### config.mk
export PLATFORM = sky130hd
export DESIGN_NAME = tmb_timer
export DESIGN_NICKNAME = d
export VERILOG_FILES = /design/src/tmb_timer.v
export VERILOG_INCLUDE_DIRS = /design/src
export SDC_FILE = /design/constraint.sdc
export NUM_CORES = 1
export LEC_CHECK = 0
export ABC_AREA = 1
export BUFFER_PORTS_ARGS = -buffer_cell sky130_fd_sc_hd__buf_2
export CAP_MARGIN = 0
export CORE_MARGIN = 4
export CORE_UTILIZATION = 54
export CTS_BUF_LIST = sky130_fd_sc_hd__clkbuf_8
export CTS_CLUSTER_DIAMETER = 200
export DETAILED_ROUTE_END_ITERATION = 6
export PLACE_DENSITY = 0.7
export SLEW_MARGIN = 20
export SYNTH_ARGS = -nofsm -noshare
export SYNTH_HDL_FRONTEND = slang
export SYNTH_SLANG_ARGS = --single-unit
### constraint.sdc
create_clock -name clk -period 2.4 [get_ports clk]
set_input_delay 0.24 -clock clk [delete_from_list [all_inputs] [get_ports clk]]
set_output_delay 0.24 -clock clk [all_outputs]
set_load 0.01 [all_outputs]
### src/tmb_defs.vh
// Constants for the two-channel capture/compare timer: register offsets,
// field positions and timing figures. Included by the timer module only.
// Notes on behaviour
// - A 16-bit up-counter is the shared time base, free or modulo.
// - The wrap limit comes from the programmable 16-bit limit register pair.
// - Reading the count never disturbs the counting sequence.
// - Prescale select picks one of seven bus-clock taps or the pin clock.
// - The external count clock may run up to 4 MHz.
// - Each channel is independently capture or compare.
// - Capture triggers on rising, falling or either edge, per select bits.
// - An active capture edge copies the counter into the channel value.
// - Captured value is the counter at the synchronised edge plus one.
// - Capture happens regardless of the flag and overwrites the old value.
// - A capture sets the channel flag; enable gates the interrupt request.
// - Reset leaves the channel value registers untouched.
// - A compare match sets, clears or toggles the channel pin.
// - A compare match sets the channel flag, which may raise an interrupt.
// - Unbuffered writes replace the compare value at once.
// - Channel 0 link select joins both channels into one output on pin 0.
// - Channel 0 values rule first; a channel 1 write takes over at wrap.
// - At each wrap, the most recently written pair takes control.
// - While linked, channel 1 control is ignored and its pin released.
// - A driven channel pin toggles on wrap when its toggle bit is set.
// - Wrap to zero after the limit sets the wrap flag, enable gates it.
// - Counter clear resets counter and prescaler; halt stops counting.
`ifndef TMB_DEFS_VH
`define TMB_DEFS_VH
`define TMB_A_TSC 8'h40
`define TMB_A_CNTH 8'h41
`define TMB_A_CNTL 8'h42
`define TMB_A_LIMH 8'h43
`define TMB_A_LIML 8'h44
`define TMB_A_C0SC 8'h45
`define TMB_A_C0H 8'h46
`define TMB_A_C0L 8'h47
`define TMB_A_C1SC 8'h48
`define TMB_A_C1H 8'h49
`define TMB_A_C1L 8'h4a
`define TMB_B_FLAG 7
`define TMB_B_IE 6
`define TMB_B_HALT 5
`define TMB_B_CLR 4
`define TMB_B_LINK 5
`define TMB_B_MSA 4
`define TMB_B_ELSB 3
`define TMB_B_ELSA 2
`define TMB_B_TOV 1
`define TMB_B_MAX 0
`define TMB_TSC_RST 8'h20
`define TMB_CSC_RST 8'h00
`define TMB_LIM_RST 16'hffff
`define TMB_PS_EXT 3'h7
`define TMB_SYNC_DELAY 16'h0002
`define TMB_EXT_MHZ 4
`define TMB_BUS_MHZ 40
`endif

### src/tmb_timer.v
// Two-channel capture/compare timer on a 16-bit up-counter.
// Assumes a one-cycle register port with read data one cycle later, and
// pins that come from outside the clock domain.
//
// The implementer's own choice: the plain strobed port.
`timescale 1ns/1ps
`include "tmb_defs.vh"
module tmb_timer #(
    parameter CW = 16
) (
    // Clock and reset.
    input wire clk,
    input wire resetn,
    // Register port.
    input wire [7:0] addr,
    input wire [7:0] wdata,
    input wire wr,
    input wire rd,
    output reg [7:0] rdata,
    // Pins.
    input wire ext_count_clock_pin,
    input wire chan0_pin_in,
    input wire chan1_pin_in,
    output reg chan0_pin_out,
    output reg chan1_pin_out,
    output wire chan0_pin_oe_n,
    output wire chan1_pin_oe_n,
    // Interrupt requests.
    output wire wrap_irq,
    output wire chan0_irq,
    output wire chan1_irq
);
    // Tap n of the divider ticks every 2^n bus cycles, n = 0..6.
    reg [5:0] pre_r;
    reg [CW-1:0] cnt_r;
    reg [CW-1:0] lim_r;
    reg [7:0] tsc_r;
    reg [7:0] csc0_r;
    reg [7:0] csc1_r;
    reg [CW-1:0] val0_r;
    reg [CW-1:0] val1_r;
    reg [7:0] cnt_lo_latch_r;
    reg [1:0] ext_s_r;
    reg ext_d_r;
    reg [1:0] in0_s_r;
    reg [1:0] in1_s_r;
    reg in0_d_r;
    reg in1_d_r;
    reg act1_r;
    reg pend_r;
    reg pend_sel_r;
    reg tick;
    wire [2:0] ps = tsc_r[2:0];
    wire halt = tsc_r[`TMB_B_HALT];
    wire link = csc0_r[`TMB_B_LINK];
    wire at_lim = (cnt_r == lim_r);
    wire wrap_ev = tick & at_lim;
    wire [CW-1:0] cmp0 = (link & act1_r) ? val1_r : val0_r;
    wire ext_rise = ext_s_r[1] & ~ext_d_r;
    wire [CW-1:0] cap_val = cnt_r + `TMB_SYNC_DELAY - 16'h0001;

    function is_out;
        input [7:0] sc;
        begin
            is_out = sc[`TMB_B_MSA] | sc[`TMB_B_LINK];
        end
    endfunction

    // Edge select: 01 rising, 10 falling, 11 either.
    function edge_hit;
        input [7:0] sc;
        input now;
        input was;
        begin
            edge_hit = (sc[`TMB_B_ELSA] & now & ~was) |
                (sc[`TMB_B_ELSB] & ~now & was);
        end
    endfunction

    // Compare action: 01 toggle, 10 clear, 11 set, 00 pin not driven.
    function cmp_act;
        input [7:0] sc;
        input pin;
        begin
            case ({sc[`TMB_B_ELSB], sc[`TMB_B_ELSA]})
                2'b01: cmp_act = ~pin;
                2'b10: cmp_act = 1'b0;
                2'b11: cmp_act = 1'b1;
                default: cmp_act = pin;
            endcase
        end
    endfunction

    always @* begin
        case (ps)
            3'h0: tick = 1'b1;
            3'h1: tick = pre_r[0];
            3'h2: tick = &pre_r[1:0];
            3'h3: tick = &pre_r[2:0];
            3'h4: tick = &pre_r[3:0];
            3'h5: tick = &pre_r[4:0];
            3'h6: tick = &pre_r[5:0];
            default: tick = ext_rise;
        endcase
        if (halt) begin
            tick = 1'b0;
        end
    end

    // Two-flop synchronisers; only the second stage is examined.
    always @(posedge clk or negedge resetn) begin
        if (!resetn) begin
            ext_s_r <= 2'b00;
            ext_d_r <= 1'b0;
        end else begin
            ext_s_r <= {ext_s_r[0], ext_count_clock_pin};
            ext_d_r <= ext_s_r[1];
        end
    end

    always @(posedge clk or negedge resetn) begin
        if (!resetn) begin
            in0_s_r <= 2'b00;
            in0_d_r <= 1'b0;
        end else begin
            in0_s_r <= {in0_s_r[0], chan0_pin_in};
            in0_d_r <= in0_s_r[1];
        end
    end

    always @(posedge clk or negedge resetn) begin
        if (!resetn) begin
            in1_s_r <= 2'b00;
            in1_d_r <= 1'b0;
        end else begin
            in1_s_r <= {in1_s_r[0], chan1_pin_in};
            in1_d_r <= in1_s_r[1];
        end
    end

    wire cap0 = ~is_out(csc0_r) &
        edge_hit(csc0_r, in0_s_r[1], in0_d_r);
    wire cap1 = ~link & ~is_out(csc1_r) &
        edge_hit(csc1_r, in1_s_r[1], in1_d_r);
    wire m0 = tick & is_out(csc0_r) & (cnt_r == cmp0);
    wire m1 = tick & ~link & is_out(csc1_r) & (cnt_r == val1_r);

    // Register select: one strobe beside one address.
    function sel;
        input strobe;
        input [7:0] a;
        input [7:0] want;
        begin
            sel = strobe & (a == want);
        end
    endfunction

    wire wr_tsc = sel(wr, addr, `TMB_A_TSC);
    wire wr_limh = sel(wr, addr, `TMB_A_LIMH);
    wire wr_liml = sel(wr, addr, `TMB_A_LIML);
    wire wr_c0sc = sel(wr, addr, `TMB_A_C0SC);
    wire wr_c0h = sel(wr, addr, `TMB_A_C0H);
    wire wr_c0l = sel(wr, addr, `TMB_A_C0L);
    wire wr_c1sc = sel(wr, addr, `TMB_A_C1SC);
    wire wr_c1h = sel(wr, addr, `TMB_A_C1H);
    wire wr_c1l = sel(wr, addr, `TMB_A_C1L);
    wire rd_cnth = sel(rd, addr, `TMB_A_CNTH);
    wire ch0_wr = wr_c0h | wr_c0l;
    wire ch1_wr = wr_c1h | wr_c1l;
    wire clr_cmd = wr_tsc & wdata[`TMB_B_CLR];

    // Prescaler; it holds while halted so a restart keeps its phase.
    always @(posedge clk or negedge resetn) begin
        if (!resetn) begin
            pre_r <= 6'h00;
        end else if (clr_cmd) begin
            pre_r <= 6'h00;
        end else if (!halt) begin
            pre_r <= pre_r + 6'h01;
        end
    end

    // Counter; clear outranks wrap, and wrap outranks the tick.
    always @(posedge clk or negedge resetn) begin
        if (!resetn) begin
            cnt_r <= {CW{1'b0}};
        end else if (clr_cmd) begin
            cnt_r <= {CW{1'b0}};
        end else if (wrap_ev) begin
            cnt_r <= {CW{1'b0}};
        end else if (tick) begin
            cnt_r <= cnt_r + {{(CW-1){1'b0}}, 1'b1};
        end
    end

    // Timer status; hardware set of the wrap flag wins over a clear.
    always @(posedge clk or negedge resetn) begin
        if (!resetn) begin
            tsc_r <= `TMB_TSC_RST;
        end else begin
            if (wr_tsc) begin
                tsc_r <= {tsc_r[7] & wdata[7], wdata[6:5], 2'b00,
                    wdata[2:0]};
            end
            if (wrap_ev) begin
                tsc_r[`TMB_B_FLAG] <= 1'b1;
            end
        end
    end

    // Wrap limit, written one byte at a time.
    always @(posedge clk or negedge resetn) begin
        if (!resetn) begin
            lim_r <= `TMB_LIM_RST;
        end else begin
            if (wr_limh) begin
                lim_r[15:8] <= wdata;
            end
            if (wr_liml) begin
                lim_r[7:0] <= wdata;
            end
        end
    end

    // Channel 0 control; an event in the cycle of a clear keeps the flag.
    always @(posedge clk or negedge resetn) begin
        if (!resetn) begin
            csc0_r <= `TMB_CSC_RST;
        end else begin
            if (wr_c0sc) begin
                csc0_r <= {csc0_r[7] & wdata[7], wdata[6:0]};
            end
            if (cap0 || m0) begin
                csc0_r[`TMB_B_FLAG] <= 1'b1;
            end
        end
    end

    // Channel 1 control; it has no link bit, so that position reads 0.
    always @(posedge clk or negedge resetn) begin
        if (!resetn) begin
            csc1_r <= `TMB_CSC_RST;
        end else begin
            if (wr_c1sc) begin
                csc1_r <= {csc1_r[7] & wdata[7], wdata[6], 1'b0,
                    wdata[4:0]};
            end
            if (cap1 || m1) begin
                csc1_r[`TMB_B_FLAG] <= 1'b1;
            end
        end
    end

    // Channel values have no reset so their content survives it.
    always @(posedge clk) begin
        if (cap0) begin
            val0_r <= cap_val;
        end else if (wr_c0h) begin
            val0_r[15:8] <= wdata;
        end else if (wr_c0l) begin
            val0_r[7:0] <= wdata;
        end
    end

    // Channel 1 value, loaded the same way.
    always @(posedge clk) begin
        if (cap1) begin
            val1_r <= cap_val;
        end else if (wr_c1h) begin
            val1_r[15:8] <= wdata;
        end else if (wr_c1l) begin
            val1_r[7:0] <= wdata;
        end
    end

    // Active pair of a linked output; it changes only at wrap.
    always @(posedge clk or negedge resetn) begin
        if (!resetn) begin
            act1_r <= 1'b0;
        end else if (!link) begin
            act1_r <= 1'b0;
        end else if (wrap_ev && pend_r) begin
            act1_r <= pend_sel_r;
        end
    end

    // Last written pair, held until the next wrap hands it over.
    always @(posedge clk or negedge resetn) begin
        if (!resetn) begin
            pend_r <= 1'b0;
            pend_sel_r <= 1'b0;
        end else if (!link) begin
            pend_r <= 1'b0;
            pend_sel_r <= 1'b0;
        end else if (ch0_wr || ch1_wr) begin
            pend_r <= 1'b1;
            pend_sel_r <= ch1_wr;
        end else if (wrap_ev) begin
            pend_r <= 1'b0;
        end
    end

    // Pin 0 drive: compare first, then toggle on wrap for the same edge.
    always @(posedge clk or negedge resetn) begin
        if (!resetn) begin
            chan0_pin_out <= 1'b0;
        end else begin
            if (m0 && wrap_ev && csc0_r[`TMB_B_TOV]) begin
                chan0_pin_out <= ~cmp_act(csc0_r, chan0_pin_out);
            end else if (m0) begin
                chan0_pin_out <= cmp_act(csc0_r, chan0_pin_out);
            end else if (wrap_ev && is_out(csc0_r) && csc0_r[`TMB_B_TOV]) begin
                chan0_pin_out <= ~chan0_pin_out;
            end
        end
    end

    // Pin 1 drive; it stands still while the channels are linked.
    always @(posedge clk or negedge resetn) begin
        if (!resetn) begin
            chan1_pin_out <= 1'b0;
        end else begin
            if (m1 && wrap_ev && csc1_r[`TMB_B_TOV]) begin
                chan1_pin_out <= ~cmp_act(csc1_r, chan1_pin_out);
            end else if (m1) begin
                chan1_pin_out <= cmp_act(csc1_r, chan1_pin_out);
            end else if (wrap_ev && !link && is_out(csc1_r) &&
                csc1_r[`TMB_B_TOV]) begin
                chan1_pin_out <= ~chan1_pin_out;
            end
        end
    end

    // Pin enable is active low; a released pin belongs to general I/O.
    assign chan0_pin_oe_n = ~(is_out(csc0_r) &
        (csc0_r[`TMB_B_ELSB] | csc0_r[`TMB_B_ELSA]));
    assign chan1_pin_oe_n = link | ~(is_out(csc1_r) &
        (csc1_r[`TMB_B_ELSB] | csc1_r[`TMB_B_ELSA]));

    assign wrap_irq = tsc_r[`TMB_B_FLAG] & tsc_r[`TMB_B_IE];
    assign chan0_irq = csc0_r[`TMB_B_FLAG] & csc0_r[`TMB_B_IE];
    assign chan1_irq = ~link & csc1_r[`TMB_B_FLAG] & csc1_r[`TMB_B_IE];

    // Reading the high count byte freezes the low byte so a 16-bit read
    // stays coherent; the counter itself keeps running.
    always @(posedge clk or negedge resetn) begin
        if (!resetn) begin
            cnt_lo_latch_r <= 8'h00;
        end else if (rd_cnth) begin
            cnt_lo_latch_r <= cnt_r[7:0];
        end
    end

    // Read data stand for one cycle only and are zero otherwise.
    always @(posedge clk or negedge resetn) begin
        if (!resetn) begin
            rdata <= 8'h00;
        end else begin
            if (rd) begin
                case (addr)
                    `TMB_A_TSC: rdata <= tsc_r;
                    `TMB_A_CNTH: rdata <= cnt_r[15:8];
                    `TMB_A_CNTL: rdata <= cnt_lo_latch_r;
                    `TMB_A_LIMH: rdata <= lim_r[15:8];
                    `TMB_A_LIML: rdata <= lim_r[7:0];
                    `TMB_A_C0SC: rdata <= csc0_r;
                    `TMB_A_C0H: rdata <= val0_r[15:8];
                    `TMB_A_C0L: rdata <= val0_r[7:0];
                    `TMB_A_C1SC: rdata <= csc1_r;
                    `TMB_A_C1H: rdata <= val1_r[15:8];
                    `TMB_A_C1L: rdata <= val1_r[7:0];
                    default: rdata <= 8'h00;
                endcase
            end else begin
                rdata <= 8'h00;
            end
        end
    end
endmodule // tmb_timer

==> Word-level counts from Yosys, hierarchy flattened <==
Cells that the tools add are included.
{ "classes": {"n_addsub": 4, "bitwise_logic": 61, "n_mux": 41, "reduce_logical": 32, "n_eq_ne": 32} }
{ "ops": {"columns": ["operator", "n"], "rows": [
  ["$mux 16", 6],
  ["$eq 8x7->1 const B", 11],
  ["$pmux 8 s11", 1],
  ["$mux 8", 10],
  ["$eq 16x16->1", 3],
  ["$and 1x1->1", 39],
  ["$mux 1", 19],
  ["$add 16x1->16 const B", 1],
  ["$add 16x2->16 const B", 1],
  ["$sub 16x1->16 const B", 1],
  ["$not 1->1", 14],
  ["$reduce_bool 2->1", 7],
  ["$mux 6", 2],
  ["$logic_and 1x1->1", 10],
  ["$eq 3x3->1 const B", 3],
  ["$reduce_bool 3->1", 3],
  ["$eq 2x2->1 const B", 4],
  ["$or 1x1->1", 8],
  ["$pmux 1 s7", 1],
  ["$add 6x1->6 const B", 1],
  ["$eq 3x2->1 const B", 2],
  ["$ne 2x1->1 const B", 3],
  ["$pmux 1 s3", 2],
  ["$reduce_and 2->1", 3],
  ["11 further kinds", 15]
]} }
{ "word_totals": {"wordCells": 197, "reg_bits": 121, "input_bits": 23, "output_inout_bits": 15} }

==> Longest topological paths before layout <==
{ "depth": {"depth_word": 12, "mapped_depth": 15, "mapped_depth_nobuf": 15} }

==> Worst setup path before layout <==
Ideal clock, no wire load.
{ "synth_timing": {"path_type": "flip-flop to flip-flop", "start": "register csc0_r[5]", "end": "register val1_r[10] (enable)", "setup_ns": 0.384, "required_time_ns": 2.016, "period_less_slack_ns": 1.909, "n_path_buf": 2, "path_stages_with_launch": 6, "arrival_time_ns": 1.524, "path_slack_ns": 0.491, "cell_sequence": "dfrtp_1 -> buf_4 -> nor4_2 -> inv_1 -> clkbuf_1 -> o21ai_0"} }
{ "synth_between": {"elab_chain_len": 4} }
{ "synth_lines": {"columns": ["item", "line", "source"], "rows": [
  ["start, declared", "tmb_timer.v:38", "reg [7:0] csc0_r;"],
  ["start signal, assigned", "tmb_timer.v:228", "csc0_r <= `TMB_CSC_RST;"],
  ["start signal, assigned", "tmb_timer.v:231", "csc0_r <= {csc0_r[7] & wdata[7], wdata[6:0]};"],
  ["$not 1->1", "tmb_timer.v:143", "wire cap1 = ~link & ~is_out(csc1_r) &"],
  ["$and 1x1->1 (2 in series)", "tmb_timer.v:143", null],
  ["$reduce_bool 2->1 (no line)", null, null],
  ["end signal, assigned", "tmb_timer.v:268", "val1_r <= cap_val;"],
  ["end signal, assigned", "tmb_timer.v:270", "val1_r[15:8] <= wdata;"],
  ["end, declared", "tmb_timer.v:41", "reg [CW-1:0] val1_r;"]
]} }
No other way between the ends.
A chain may end at the register's enable or synchronous reset.

==> Final worst setup path <==
{ "layout_timing": {"start": "register pre_r[0]", "end": "register chan0_pin_out"} }
{ "layout_between": {"elab_chain_len": 8, "word_cells_on_any_way": 17, "cone_classes": "mux: 4; bitwise: 3; reduce/logical: 10"} }
{ "layout_lines": {"columns": ["item", "line", "source"], "rows": [
  ["start, declared", "tmb_timer.v:34", "reg [5:0] pre_r;"],
  ["start signal, assigned", "tmb_timer.v:179", "pre_r <= pre_r + 6'h01;"],
  ["$reduce_and 6->1 (tied with other cells)", "tmb_timer.v:102", "3'h6: tick = &pre_r[5:0];"],
  ["$pmux 1 s7 (*)", "tmb_timer.v:95", "case (ps)"],
  ["$mux 1 (*)", "tmb_timer.v:105", "if (halt) begin"],
  ["$and 1x1->1 (2 in series)", "tmb_timer.v:145", "wire m0 = tick & is_out(csc0_r) & (cnt_r == cmp0);"],
  ["$logic_and 1x1->1 (2 in series)", "tmb_timer.v:308", "if (m0 && wrap_ev && csc0_r[`TMB_B_TOV]) begin"],
  ["$reduce_bool 3->1 (no line) / $mux 1 (equally long branches)", null, null],
  ["end signal, assigned", "tmb_timer.v:309", "chan0_pin_out <= ~cmp_act(csc0_r, chan0_pin_out);"],
  ["end signal, assigned", "tmb_timer.v:311", "chan0_pin_out <= cmp_act(csc0_r, chan0_pin_out);"],
  ["end signal, assigned", "tmb_timer.v:313", "chan0_pin_out <= ~chan0_pin_out;"],
  ["end, declared", "tmb_timer.v:24", "output reg chan0_pin_out,"]
]} }
Every way passes the cells marked *; elsewhere a longest branch is shown, timed or not.

==> run summary <==
The x dimension of the die came out at 122 um. The worst setup path is captured at a flip-flop. The top cell types in the final layout, fill and taps aside, are sky130_fd_sc_hd__nand2_1, sky130_fd_sc_hd__inv_1, sky130_fd_sc_hd__o21ai_0, sky130_fd_sc_hd__dfrtp_1, sky130_fd_sc_hd__nor2_1. The worst setup path is of the flip-flop to flip-flop kind. The flow ran to the end, and the final reports show no timing, DRC or antenna violations. Buffers placed on the I/O ports in this run total 37. The tool flagged a number of max-cap violations equal to 0. The wire length reported by the detailed router came out at 23.1 mm. The insertion delay to the later sink of the worst-skew pair is 460 ps. The critical register-to-register path endpoint is chan0_pin_out$_DFFE_PN0P_.

Synthesis instantiated 39 different standard cells from the library. The number of nets produced by synthesis is 967. The number of antenna violations at the first check in global routing is 0. The placement-stage cell area came out at 7460 um2. The residual antenna-violating net count after detailed routing is 0.

The first global-routing pass estimated 35.8 mm of wire. The iteration count of the initial detailed-routing pass is 6. The die outline height is 122 um. In this run, CTS created clock tree buffers numbering 17. The final cell area excluding filler cells is 7900 um2. Counting along the longest clock path gives a buffer depth of 2. After synthesis the netlist holds a flip-flop and latch count of 121. In this run the count of I/O pins placed on the die edge is 38. Summed over all cells, the static leakage comes to 3.72 nW. The class of the tightest hold or removal check is input pin to flip-flop. Setup slack on the worst reg-to-reg path comes out at about 280 ps. The share of the clock period used by the worst path came out at between 80% and 90%.

The cell sitting at the root of the clock tree is a sky130_fd_sc_hd__clkbuf_8. The post-CTS resize count came out at 0. The number of standard cells after synthesis came out at 940. Counting every sink on the clock net gives 121. The final layout contains ~1.0k nets. The standard-cell row count came out at between 40 and 50. The startpoint identified for the worst hold timing path is wdata[5]. The CTS H-tree depth is 4.

TritonCTS built the clock tree. The worst IR drop on VDD is 0.492 mV. The placed wire-length estimate after detailed placement came out at about 18 mm. The number of failing setup endpoints in the final timing report came out at 0.

The number of synthesis warnings came out at 0. The global placement routability congestion is 1.03. The startpoint identified for the worst register-to-register timing path is pre_r[0]$_DFFE_PN0P_. For the worst setup path, the data arrival time is 2520 ps.

The power density of the placed cells came out at 602 nW/um2. The library cell used most frequently in the layout, excluding fill and tap cells, is sky130_fd_sc_hd__nand2_1. In the routed design, unresolved DRC markers number 0.

The antenna diode count came out at 0. STA puts the critical path data required time at approximately 2800 ps. The largest fanout on the critical path came out at 4.

Setup repair after global routing left no endpoint under its margin. The depth of the worst register-to-register path is 15. The final core utilization came out at 62.4%. Summing every instance area after synthesis gives 7010 um2. The pin count of the biggest net entering global routing is 60. The met2 global-route usage is 49.0%. The number of buffers inserted by post-CTS setup repair is 0. After synthesis, flip-flops and latches occupy between 40% and 50% of the total area. The clock period could shrink to 2120 ps.

The clock-pin slew on the worst setup and hold paths is 80 ps. The worst hold path passes through 3 cells. The total via count in the routed design is slightly below 7k. After detailed routing, the average wire length per cell comes to 19.5 um. For the final database, setup skew stands at 11.2 ps. STA classifies the critical path startpoint as a flip-flop.

The highest clock rate came out at 471 MHz. For this run, global-route usage on met3 was measured as about a tenth. The number of global-route vias before repair came out at 6353. The transition time at the pin with the least slew margin came out at just over 700 ps.

The overall power consumption came out at 4.76 mW. The die covers 14900 um2. The post-synthesis average cell area is 7.46 um2. The region available for standard cell placement spans 12700 um2.

After global routing, the most crowded layer is met2. The worst-case headroom to the max-slew limit is approximately 52%. The total track usage is 32.8%. The global routing met1 resource utilization is 43.3%.

The first routing iteration left 808 violations. Cells with a size suffix above 1 make up 15.4% of the layout. The number of vias per cell is between 5 and 6.

The remaining global-route overflow came out at 0. Setup total negative slack on the finished layout was measured at 0 ps. The count of final hold-check violations is 0.

The max-slew violation count came out at 0. The path with the worst hold slack has its endpoint at tsc_r[5]$_DFFE_PN1P_. The synthesis-to-finish area growth came out at 12.7%. For this configuration, the core starts out at a cell density of 55.3%.
## routing by layer
metal	routed length [um]	part of all wire [%]
met5	0	0
met4	1210	5.3
met3	2740	12
met2	10000	44
met1	9070	39
## state kept, by name, indices dropped and copies added (netlist names), 2 cells and up
| name | flops |
|---|---|
| cnt_r | 16 |
| val0_r | 16 |
| rdata | 8 |
| tsc_r | 6 |
| val1_r | 16 |
| pre_r | 6 |
| ext_s_r | 2 |
| in0_s_r | 2 |
| lim_r | 16 |
| cnt_lo_latch_r | 8 |
| csc1_r | 7 |
| csc0_r | 8 |
| in1_s_r | 2 |
## cell type report
cell class | instances | area, um2
fill | 1193 | 4770
sequential | 121 | 3210
multi-input combinational | 666 | 3190
inverter | 134 | 503
timing repair buffer | 60 | 383
clock buffer | 17 | 234
tap | 172 | 215
clock inverter | 15 | 164
## power breakdown
part	switching, mW	internal (mW)	leakage [nW]
registers	0.102	2.23	1.40
logic	0.373	0.186	2.11
clock network	0.926	0.941	0.203
## worst max-delay path by stage
| stage | startpoint | to | slack (ps) | cells past startpoint |
|---|---|---|---|---|
| 2_1_floorplan | csc0_r[5]$_DFFE_PN0P_ | val1_r[10]$_DFFE_PP_ | 490 | 5 |
| 6_report | pre_r[0]$_DFFE_PN0P_ | chan0_pin_out$_DFFE_PN0P_ | 280 | 15 |
| 4_1_cts | pre_r[0]$_DFFE_PN0P_ | chan0_pin_out$_DFFE_PN0P_ | 300 | 15 |
| 3_3_place_gp | pre_r[0]$_DFFE_PN0P_ | cnt_r[15]$_DFFE_PN0P_ | 410 | 14 |
| 3_5_place_dp | pre_r[0]$_DFFE_PN0P_ | chan0_pin_out$_DFFE_PN0P_ | 360 | 15 |
| 5_1_grt | pre_r[0]$_DFFE_PN0P_ | chan0_pin_out$_DFFE_PN0P_ | 130 | 15 |
## worst max-delay path, cell delays in order (launching register included)
cell,delay (ps)
sky130_fd_sc_hd__dfrtp_1,400
sky130_fd_sc_hd__ha_1,220
sky130_fd_sc_hd__nand3_1,120
sky130_fd_sc_hd__inv_1,70
sky130_fd_sc_hd__ha_1,130
sky130_fd_sc_hd__nand2_1,50
sky130_fd_sc_hd__nand3_1,80
sky130_fd_sc_hd__nand2_1,60
sky130_fd_sc_hd__nand2_1,70
sky130_fd_sc_hd__nand2_1,50
sky130_fd_sc_hd__nor2_1,150
sky130_fd_sc_hd__buf_4,180
sky130_fd_sc_hd__nand3_1,100
sky130_fd_sc_hd__nor2_1,210
sky130_fd_sc_hd__nand3_1,100
sky130_fd_sc_hd__nand2_1,80
## logic make-up (layout without fill, tap and decap cells)
group	count (synthesis)	in the layout	share of synthesized area, %
DFF	121	121	45.8
AOI/OAI and AO/OA	165	165	13.0
and+or+nand+nor	478	478	29.5
xor gates and xnor gates	19	19	2.37
buffers and inverters	153	226	8.69
adders and majority gates	4	4	0.714
## through the flow
step / hold WS [ps] / setup slack (ps) / cells
finish: 61.3 / 278 / 1185
global route: 53.9 / 129 / 1185
CTS: 41.8 / 299 / 1185
detailed placement: 200 / 356 / 1149
global placement: 201 / 409 / 1149
floorplan: -55.6 / 491 / 940
## what timing repair did
| item | 4_1_cts | 5_1_grt |
|---|---|---|
| endpoints found under the hold margin | 33 | 0 |
| hold buffers | 4 | 0 |
| endpoints found under the setup margin | 0 | 0 |
## cells in the mapped netlist, drive strengths merged
library cell  instances  area, um2
dfstp                17        447
nor2                 74        303
clkbuf                6       22.5
nand2               312       1190
a31oi                 4       25.0
nor3                 10       65.1
or2                   3       18.8
ha                    4       50.1
nor3b                 1       7.51
o22ai                32        200
o21a                  1       7.51
o211ai                3       22.5
o21ai               110        581
nand4                20        146
dfrtp                72       1800
nor4                  7       56.3
xor2                 16        140
buf                  13       83.8
edfxtp               32        961
inv                 134        503
nand3                46        245
nand3b                5       37.5
xnor2                 3       26.3
a21oi                15       75.1
Power figures use the tool's default switching activity.
